===== src/inc/ifp_consts.svh =====
// Named constants for the interrupt force and pending block
`ifndef IFP_CONSTS_SVH
`define IFP_CONSTS_SVH
// ==========================================================
// Widths
`define IFP_NSRC 11
`define IFP_FLD_W 16
`define IFP_DATA_W 32
`define IFP_EV_W 3
// ==========================================================
// Register byte addresses
`define IFP_ADDR_FORCE 32'h8002_0034
`define IFP_ADDR_NPEND 32'h8002_0038
`define IFP_ADDR_FPEND 32'h8002_003c
`define IFP_ADDR_EVSTAT 32'h8002_0040
`define IFP_ADDR_EVCLR 32'h8002_0044
`define IFP_ADDR_EVEN 32'h8002_0048
// ==========================================================
// Reset values
`define IFP_RST_FORCE 16'h0000
`define IFP_RST_PEND 11'h000
`define IFP_RST_EV 3'h0
`define IFP_RST_DATA 32'h0000_0000
// ==========================================================
// Event bit positions
`define IFP_EV_NPEND 0
`define IFP_EV_FPEND 1
`define IFP_EV_NARROW 2
// ==========================================================
// Bus codes
`define IFP_STRB_FULL 4'hf
`define IFP_RESP_OKAY 2'h0
`define IFP_RESP_SLVERR 2'h2
`endif


===== src/inc/ifp_pkg.sv =====
// Types shared by the interrupt force and pending block
`include "ifp_consts.svh"
package ifp_pkg;
	// ==========================================================
	// Per-source and event vectors
	typedef logic [`IFP_NSRC-1:0] ifp_vec_t;
	typedef logic [`IFP_EV_W-1:0] ifp_ev_t;
	// Source inputs from the enable, class and request logic
	typedef struct packed {
		ifp_vec_t source_enable_bits;
		ifp_vec_t source_class_select;
		ifp_vec_t raw_request_bits;
	} ifp_src_s;
	// Pending lines to the processor core
	typedef struct packed {
		ifp_vec_t normal_pending_bits;
		ifp_vec_t fast_pending_bits;
	} ifp_pend_s;
endpackage : ifp_pkg


===== src/rtl/ifp_top.sv =====
// Interrupt force register and normal/fast pending logic with AXI4-Lite slave
`timescale 1ns/1ps
`include "ifp_consts.svh"

module ifp_top (
	input wire logic aclk,
	input wire logic aresetn,
	input wire logic [31:0] awaddr,
	input wire logic [2:0] awprot,
	input wire logic awvalid,
	output logic awready,
	input wire logic [31:0] wdata,
	input wire logic [3:0] wstrb,
	input wire logic wvalid,
	output logic wready,
	output logic [1:0] bresp,
	output logic bvalid,
	input wire logic bready,
	input wire logic [31:0] araddr,
	input wire logic [2:0] arprot,
	input wire logic arvalid,
	output logic arready,
	output logic [31:0] rdata,
	output logic [1:0] rresp,
	output logic rvalid,
	input wire logic rready,
	input wire ifp_pkg::ifp_src_s src_in,
	output ifp_pkg::ifp_pend_s pend_out,
	output logic evt_irq
);

	// ==========================================================
	// Write channel state
	logic aw_hold_q;
	logic w_hold_q;
	logic [31:0] awaddr_q;
	logic [31:0] wdata_q;
	logic [3:0] wstrb_q;
	logic bvalid_q;
	logic [1:0] bresp_q;
	logic [1:0] bresp_d;

	// Read channel state
	logic rvalid_q;
	logic [31:0] rdata_q;
	logic [1:0] rresp_q;

	// Block state
	logic [`IFP_FLD_W-1:0] force_q;
	ifp_pkg::ifp_vec_t npend_q;
	ifp_pkg::ifp_vec_t fpend_q;
	ifp_pkg::ifp_vec_t npend_d;
	ifp_pkg::ifp_vec_t fpend_d;
	ifp_pkg::ifp_vec_t req_eff;
	ifp_pkg::ifp_ev_t ev_stat_q;
	ifp_pkg::ifp_ev_t ev_stat_d;
	ifp_pkg::ifp_ev_t ev_en_q;
	ifp_pkg::ifp_ev_t ev_set;
	ifp_pkg::ifp_ev_t ev_clr;

	// ==========================================================
	// Write handshakes; the address and data may arrive in either order
	assign awready = !aw_hold_q && !bvalid_q;
	assign wready = !w_hold_q && !bvalid_q;
	wire aw_take = awvalid && awready;
	wire w_take = wvalid && wready;
	wire wr_go = aw_hold_q && w_hold_q && !bvalid_q;

	// Write address decode on the held address
	wire wr_force = awaddr_q == `IFP_ADDR_FORCE;
	wire wr_np = awaddr_q == `IFP_ADDR_NPEND;
	wire wr_fp = awaddr_q == `IFP_ADDR_FPEND;
	wire wr_evs = awaddr_q == `IFP_ADDR_EVSTAT;
	wire wr_evc = awaddr_q == `IFP_ADDR_EVCLR;
	wire wr_eve = awaddr_q == `IFP_ADDR_EVEN;
	wire wr_known = wr_force || wr_np || wr_fp || wr_evs || wr_evc || wr_eve;
	wire wr_full = wstrb_q == `IFP_STRB_FULL;

	// Partial stores to the force word are dropped so no half-word can tear it
	wire force_we = wr_go && wr_force && wr_full;
	wire narrow_wr = wr_go && wr_force && !wr_full;
	wire eve_we = wr_go && wr_eve;
	wire evc_we = wr_go && wr_evc;

	// Pending and status words are read-only; writes to them are ignored
	assign bresp_d = (!wr_known || narrow_wr) ? `IFP_RESP_SLVERR : `IFP_RESP_OKAY;

	// Holding registers for the write address and data
	always_ff @(posedge aclk) begin
		if (!aresetn) begin
			aw_hold_q <= 1'b0;
			w_hold_q <= 1'b0;
			awaddr_q <= `IFP_RST_DATA;
			wdata_q <= `IFP_RST_DATA;
			wstrb_q <= 4'h0;
		end else begin
			aw_hold_q <= aw_take || (aw_hold_q && !wr_go);
			w_hold_q <= w_take || (w_hold_q && !wr_go);
			if (aw_take) begin
				awaddr_q <= awaddr;
			end
			if (w_take) begin
				wdata_q <= wdata;
				wstrb_q <= wstrb;
			end
		end
	end

	// Write response stands until the master takes it
	always_ff @(posedge aclk) begin
		if (!aresetn) begin
			bvalid_q <= 1'b0;
			bresp_q <= `IFP_RESP_OKAY;
		end else if (wr_go) begin
			bvalid_q <= 1'b1;
			bresp_q <= bresp_d;
		end else if (bready) begin
			bvalid_q <= 1'b0;
		end
	end

	assign bvalid = bvalid_q;
	assign bresp = bresp_q;

	// ==========================================================
	// Software force register; bits 15-11 store but drive nothing
	always_ff @(posedge aclk) begin
		if (!aresetn) begin
			force_q <= `IFP_RST_FORCE;
		end else if (force_we) begin
			force_q <= wdata_q[`IFP_FLD_W-1:0];
		end
	end

	// ==========================================================
	// Effective request: hardware line OR software force, valid bits only
	assign req_eff = src_in.raw_request_bits | force_q[`IFP_NSRC-1:0];

	// Class selection steers each enabled source to exactly one pending vector
	assign npend_d = src_in.source_enable_bits & ~src_in.source_class_select
		& req_eff;
	assign fpend_d = src_in.source_enable_bits & src_in.source_class_select
		& req_eff;

	// Pending registers give the core glitch-free lines one cycle behind inputs
	always_ff @(posedge aclk) begin
		if (!aresetn) begin
			npend_q <= `IFP_RST_PEND;
			fpend_q <= `IFP_RST_PEND;
		end else begin
			npend_q <= npend_d;
			fpend_q <= fpend_d;
		end
	end

	assign pend_out.normal_pending_bits = npend_q;
	assign pend_out.fast_pending_bits = fpend_q;

	// ==========================================================
	// Events: a new normal or fast request, and a refused partial force store
	assign ev_set[`IFP_EV_NPEND] = |(npend_d & ~npend_q);
	assign ev_set[`IFP_EV_FPEND] = |(fpend_d & ~fpend_q);
	assign ev_set[`IFP_EV_NARROW] = narrow_wr;
	assign ev_clr = evc_we ? wdata_q[`IFP_EV_W-1:0] : `IFP_RST_EV;

	// A set in the clearing cycle wins so no event is lost
	assign ev_stat_d = (ev_stat_q & ~ev_clr) | ev_set;

	// Sticky status and enable registers
	always_ff @(posedge aclk) begin
		if (!aresetn) begin
			ev_stat_q <= `IFP_RST_EV;
			ev_en_q <= `IFP_RST_EV;
		end else begin
			ev_stat_q <= ev_stat_d;
			if (eve_we) begin
				ev_en_q <= wdata_q[`IFP_EV_W-1:0];
			end
		end
	end

	// Level interrupt, high while an enabled status bit is set
	assign evt_irq = |(ev_stat_q & ev_en_q);

	// ==========================================================
	// Read decode and zero-extended read values; upper bits read zero
	assign arready = !rvalid_q;
	wire ar_take = arvalid && arready;
	wire rd_force = araddr == `IFP_ADDR_FORCE;
	wire rd_np = araddr == `IFP_ADDR_NPEND;
	wire rd_fp = araddr == `IFP_ADDR_FPEND;
	wire rd_evs = araddr == `IFP_ADDR_EVSTAT;
	wire rd_evc = araddr == `IFP_ADDR_EVCLR;
	wire rd_eve = araddr == `IFP_ADDR_EVEN;
	wire rd_known = rd_force || rd_np || rd_fp || rd_evs || rd_evc || rd_eve;
	wire [31:0] v_force = {{(`IFP_DATA_W-`IFP_FLD_W){1'b0}}, force_q};
	wire [31:0] v_np = {{(`IFP_DATA_W-`IFP_NSRC){1'b0}}, npend_q};
	wire [31:0] v_fp = {{(`IFP_DATA_W-`IFP_NSRC){1'b0}}, fpend_q};
	wire [31:0] v_evs = {{(`IFP_DATA_W-`IFP_EV_W){1'b0}}, ev_stat_q};
	wire [31:0] v_eve = {{(`IFP_DATA_W-`IFP_EV_W){1'b0}}, ev_en_q};
	wire [31:0] rd_val = rd_force ? v_force :
		rd_np ? v_np :
		rd_fp ? v_fp :
		rd_evs ? v_evs :
		rd_eve ? v_eve : `IFP_RST_DATA;

	// Read data is captured at the address handshake and held until taken
	always_ff @(posedge aclk) begin
		if (!aresetn) begin
			rvalid_q <= 1'b0;
			rdata_q <= `IFP_RST_DATA;
			rresp_q <= `IFP_RESP_OKAY;
		end else if (ar_take) begin
			rvalid_q <= 1'b1;
			rdata_q <= rd_val;
			rresp_q <= rd_known ? `IFP_RESP_OKAY : `IFP_RESP_SLVERR;
		end else if (rready) begin
			rvalid_q <= 1'b0;
		end
	end

	assign rvalid = rvalid_q;
	assign rdata = rdata_q;
	assign rresp = rresp_q;

	// Helper: sources that force alone should make pending
	wire [`IFP_NSRC-1:0] f_norm = src_in.source_enable_bits
		& ~src_in.source_class_select & force_q[`IFP_NSRC-1:0];
	wire [`IFP_NSRC-1:0] f_fast = src_in.source_enable_bits
		& src_in.source_class_select & force_q[`IFP_NSRC-1:0];
	wire [`IFP_NSRC-1:0] en_norm = src_in.source_enable_bits
		& ~src_in.source_class_select;
	wire [`IFP_NSRC-1:0] en_fast = src_in.source_enable_bits
		& src_in.source_class_select;
	wire rd_pend = ar_take && (rd_np || rd_fp);
endmodule : ifp_top


===== config.mk =====
export PLATFORM = sky130hd
export DESIGN_NAME = ifp_top
export DESIGN_NICKNAME = d
export VERILOG_FILES = /design/src/inc/ifp_pkg.sv /design/src/rtl/ifp_top.sv
export VERILOG_INCLUDE_DIRS = /design/src /design/src/inc
export SDC_FILE = /design/constraint.sdc
export NUM_CORES = 1
export LEC_CHECK = 0
export BUFFER_PORTS_ARGS = -buffer_cell sky130_fd_sc_hd__buf_2
export CAP_MARGIN = 5
export CORE_MARGIN = 2
export CORE_UTILIZATION = 40
export CTS_CLUSTER_DIAMETER = 50
export DETAILED_ROUTE_END_ITERATION = 16
export PLACE_DENSITY = 0.71
export SLEW_MARGIN = 30
export SYNTH_ARGS = -nofsm -noshare
export SYNTH_HDL_FRONTEND = slang
export SYNTH_SLANG_ARGS = --single-unit

===== constraint.sdc =====
create_clock -name aclk -period 5 [get_ports aclk]
set_input_delay 0.75 -clock aclk [delete_from_list [all_inputs] [get_ports aclk]]
set_output_delay 0.75 -clock aclk [all_outputs]
set_load 0.02 [all_outputs]

==> results.md <==
- Run status: complete, no violations
- Area taken by multi-input logic gates: between 2000 and 3000 um^2
- Worst max-slew margin expressed relative to the limit: 0.388
- Highest clock frequency the design can meet: approximately 0.39 GHz
- DRT iter0 DRCs: between 200 and 300
- Uppermost signal routing layer after detailed routing: met4
- DR vias/cell: a little over 5
- GRT Residual Overflow: 0
- Count of clock tree sinks: about 120
- Cell type with the largest total area after synthesis: sky130_fd_sc_hd__dfxtp_1
- Critical path data required time: ~5.3 ns
- DR WL met3: 827 um
- First-pass DRT Iterations: 4
- Number of nets in the layout: 897
- Setup repair after global routing missed its margin: false
- Core outline area: 13100 um^2
- Maximum fanout count along the critical path: 9
- Class of the worst hold path: flop to flop
- Area fraction in compound gates after synthesis: 0.184
- Half-perimeter wire length after placement: around 10 mm
- Post-cts repair resize count: 0
- Crit-path max cell delay: about 0.64 ns
- Power Density: around 370 nW/um^2
- Root Buffer Master: sky130_fd_sc_hd__clkbuf_16
- Xor and xnor fraction of the mapped netlist area: 0
- Metal2 WL: 6.56 mm
- Die Y: between 100 and 150 um
- Area added between synthesis and finish: 28.3%
- Number of max-slew violations in the final report: 0
- Count of input and output buffers: 169
- Final Cell Area: around 7000 um^2
- Clock slew seen by the registers of the worst setup and hold paths: ~0.060 ns
- Final critical path time including I/O delays and setup: 2.54 ns
- Wire length of the first global-routing pass: 22.4 mm
- Crit-path cells: buf_2, nor4b_1, nand2_1, nor3_2, nand3_1, o221ai_1
- Area fraction in and, or, nand and nor cells after synthesis: 0.263
- Routability cong.: 0.822
- Most instantiated flip-flop cell in the synthesis netlist: sky130_fd_sc_hd__dfxtp_1
- Global-route usage over all layers: 0.201
- Total DRC errors in the routed layout: 0
- FP Rows: 42
- Synthesized instance count: a little under 600
- Combined area of all synthesized cells: 5300 um^2
- Number of different library cells in the post-synthesis netlist: 50
- Number of buffers inserted for hold repair after clock tree synthesis: 0
- Endpoints failing setup: 0
- Period utilization: 0.509
- Synthesized area per cell: between 8 and 9 um^2
- Cell area reported after detailed placement: between 6000 and 7000 um^2
- Number of enable-type register cells in the synthesized netlist: 0
- Endpoint class of the critical path: flop
- Final sum of negative setup slack: 0 ns
- Setup Skew: ~0.007 ns
- Slowest CP cell: sky130_fd_sc_hd__nor3_2
- Clock insertion delay at the later pin of the skew report: ~0.4 ns
- Data arrival time of the critical path: 2.87 ns
- Fraction of layout instances using a drive strength above 1: 0.279
- Number of antenna repair diodes: 0
- Area of the die: between 10000 and 15000 um^2
- Max Buffers Root-to-Sink: 2
- Number of antenna violations at the first check in global routing: 0
- Number of I/O pins: 210
- Sequential-to-total area share from yosys stat: 0.446
- Count of endpoints failing hold in the final timing report: 0
- Multiplexer share of the synthesized area: 0.0496
- Chip width: ~120 um
- Largest net degree at the start of global routing: approximately 110
- Final routed wire length divided by cell count: ~15 um
- Share of synthesized registers carrying an async set or reset: 0
- Dominant delay contributor by cell family on the critical path: simple AND/OR/NAND/NOR gates
- Worst Setup Path Type: primary input to flop
- Via count: approximately 4.8k
- FILL cells: 1260
- Worst setup SP type: primary input
- Drt total wl: between 10 and 15 mm
- Max Cap Viol: 0
- TritonCTS Buffers: 17
- Post-CTS setup repair buffer count: 0
- Sequential Area: approximately 2400 um^2
- Flip-flop and latch count after synthesis: 118
- Top cells by area in the synthesized netlist: sky130_fd_sc_hd__dfxtp_1 45%, sky130_fd_sc_hd__nand2_1 8.9%, sky130_fd_sc_hd__a21boi_0 8.1%
- Initial core utilization: 0.405
- Main combinational cell family by area after synthesis: simple AND/OR/NAND/NOR gates
- Portion of synthesized cell area occupied by the leading cell type: 0.446
- Layout Utilization: 0.520
- Level count of the clock H-tree: 4
- TritonCTS clock tree: done
- Slew at the pin with the worst max-slew slack: between 0.9 and 1 ns
- Final antenna-violating net count: 0
- Adder-cell share of the synthesized area: 0
- Detailed-route wire length on metal 1: approximately 6.4 mm
- Number of global-route vias before repair: 4605
- Worst supply voltage drop on vdd: between 0.2 and 0.25 mV
- Synthesis Warnings: 0
- WP buf/inv: 1
- Leakage power of the design: 2.82 nW
flip-flops by register name (all words and copies together), names as in the netlist:
signal and flops:
wstrb_q 4, ev_en_q 3, fpend_q 11, wdata_q 16, aw_hold_q 1, w_hold_q 1, ev_stat_q 3, rdata 16
bresp 1, force_q 16, rresp 1, npend_q 11, awaddr_q 32, bvalid 1, rvalid 1
cells by family after synthesis:
family / count (synthesis)
multiplexers: 26
buffers and inverters: 60
other: 1
AO/OA/AOI/OAI: 127
AND/OR/NAND/NOR: 260
flip-flops: 118
stage by stage:
step / instances / power, mW / hold slack (ns) / setup slack (ns)
2_1_floorplan: 609 / 1.18 / 0.439 / 2.86
3_3_place_gp: 908 / 1.26 / 0.451 / 2.13
3_5_place_dp: 908 / 1.27 / 0.451 / 2.08
4_1_cts: 940 / 2.51 / 0.462 / 2.52
5_1_grt: 940 / 2.59 / 0.484 / 2.33
6_report: 940 / 2.49 / 0.456 / 2.46
worst paths after layout:
path	from	endpoint	slack, ns	depth (start not counted)
setup / recovery	araddr[1]	rdata[6]$_SDFFE_PN0P_	2.46	6
hold / removal	rdata[8]$_SDFFE_PN0P_	rdata[8]$_SDFFE_PN0P_	0.46	2
setup reg to reg	awaddr_q[0]$_SDFFE_PN0P_	force_q[10]$_SDFFE_PN0P_	3.04	6
hold reg to reg	rdata[8]$_SDFFE_PN0P_	rdata[8]$_SDFFE_PN0P_	0.46	2
routing by layer:
layer	GRT usage	up-vias
met1	0.258	2204
met3	0.0426	18
met5	0	-
met2	0.328	148
met4	0.0826	0
li1	-	2395
placed cells by master, fill, tap and decap left out, types with 2 or more instances in the layout:
cell / netlist / routed
sky130_fd_sc_hd__nor4_4: 4 / 4
sky130_fd_sc_hd__clkbuf_16: 0 / 17
sky130_fd_sc_hd__bufinv_16: 0 / 3
sky130_fd_sc_hd__o31ai_1: 4 / 4
sky130_fd_sc_hd__a21boi_0: 57 / 57
sky130_fd_sc_hd__mux2_2: 2 / 2
sky130_fd_sc_hd__inv_1: 12 / 12
sky130_fd_sc_hd__nand3_1: 10 / 10
sky130_fd_sc_hd__nor2_1: 6 / 6
sky130_fd_sc_hd__nand2_1: 125 / 124
sky130_fd_sc_hd__o2111a_1: 11 / 11
sky130_fd_sc_hd__nor2b_1: 32 / 32
sky130_fd_sc_hd__and2_1: 6 / 5
sky130_fd_sc_hd__a21oi_1: 4 / 4
sky130_fd_sc_hd__nand4_1: 3 / 3
sky130_fd_sc_hd__clkinv_2: 0 / 4
sky130_fd_sc_hd__o21a_1: 7 / 7
sky130_fd_sc_hd__clkinvlp_4: 0 / 3
sky130_fd_sc_hd__nor4b_1: 5 / 5
sky130_fd_sc_hd__a32oi_1: 6 / 6
sky130_fd_sc_hd__dfxtp_1: 118 / 118
sky130_fd_sc_hd__conb_1: 1 / 18
sky130_fd_sc_hd__nand2b_1: 3 / 3
sky130_fd_sc_hd__o221ai_1: 5 / 5
sky130_fd_sc_hd__buf_4: 18 / 2
sky130_fd_sc_hd__nor3b_1: 23 / 23
sky130_fd_sc_hd__a22o_1: 3 / 3
sky130_fd_sc_hd__nand3b_1: 3 / 3
sky130_fd_sc_hd__and3_1: 3 / 3
sky130_fd_sc_hd__buf_2: 0 / 169
sky130_fd_sc_hd__mux2i_1: 24 / 24
sky130_fd_sc_hd__o21ai_0: 18 / 18
sky130_fd_sc_hd__inv_6: 0 / 2
sky130_fd_sc_hd__clkbuf_8: 0 / 2
sky130_fd_sc_hd__and4_1: 2 / 2
sky130_fd_sc_hd__nor4_1: 10 / 10
sky130_fd_sc_hd__a2111o_1: 2 / 2
sky130_fd_sc_hd__nor3_1: 19 / 19
cells in the mapped netlist, types with 6 or more instances:
cell	instances
sky130_fd_sc_hd__clkbuf_1	28
sky130_fd_sc_hd__o2111a_1	11
sky130_fd_sc_hd__and2_1	6
sky130_fd_sc_hd__o21ai_0	18
sky130_fd_sc_hd__nor2b_1	32
sky130_fd_sc_hd__buf_4	18
sky130_fd_sc_hd__nor4_1	10
sky130_fd_sc_hd__o21a_1	7
sky130_fd_sc_hd__a32oi_1	6
sky130_fd_sc_hd__nor3_1	19
sky130_fd_sc_hd__dfxtp_1	118
sky130_fd_sc_hd__nand2_1	125
sky130_fd_sc_hd__a21boi_0	57
sky130_fd_sc_hd__nor3b_1	23
sky130_fd_sc_hd__nor2_1	6
sky130_fd_sc_hd__mux2i_1	24
sky130_fd_sc_hd__inv_1	12
sky130_fd_sc_hd__nand3_1	10
report_power, final:
part           leakage (nW)  total (mW)  switching, mW  internal, mW
sequential            0.962        1.01         0.0280         0.980
combinational          1.57       0.241          0.141        0.0995
clock                 0.293        1.24          0.436         0.808
total                  2.82        2.49          0.605          1.89
layout make-up:
cell class                      count  area share
Clock buffer                       20      0.0672
Clock inverter                     12      0.0221
Sequential cell                   118       0.348
Inverter                           12     0.00663
Tap cell                          176      0.0324
Multi-Input combinational cell    431       0.398
Timing Repair Buffer              171       0.127
worst reg2reg max path, cell delays in order, from the launching register on:
cell                       delay (ns)
sky130_fd_sc_hd__dfxtp_1         0.31
sky130_fd_sc_hd__nor4_1          0.46
sky130_fd_sc_hd__nand3b_1        0.24
sky130_fd_sc_hd__nor4_4          0.17
sky130_fd_sc_hd__buf_4           0.34
sky130_fd_sc_hd__mux2i_1         0.26
sky130_fd_sc_hd__nor2b_1         0.07
No activity file was read; power rests on OpenSTA's default activity.
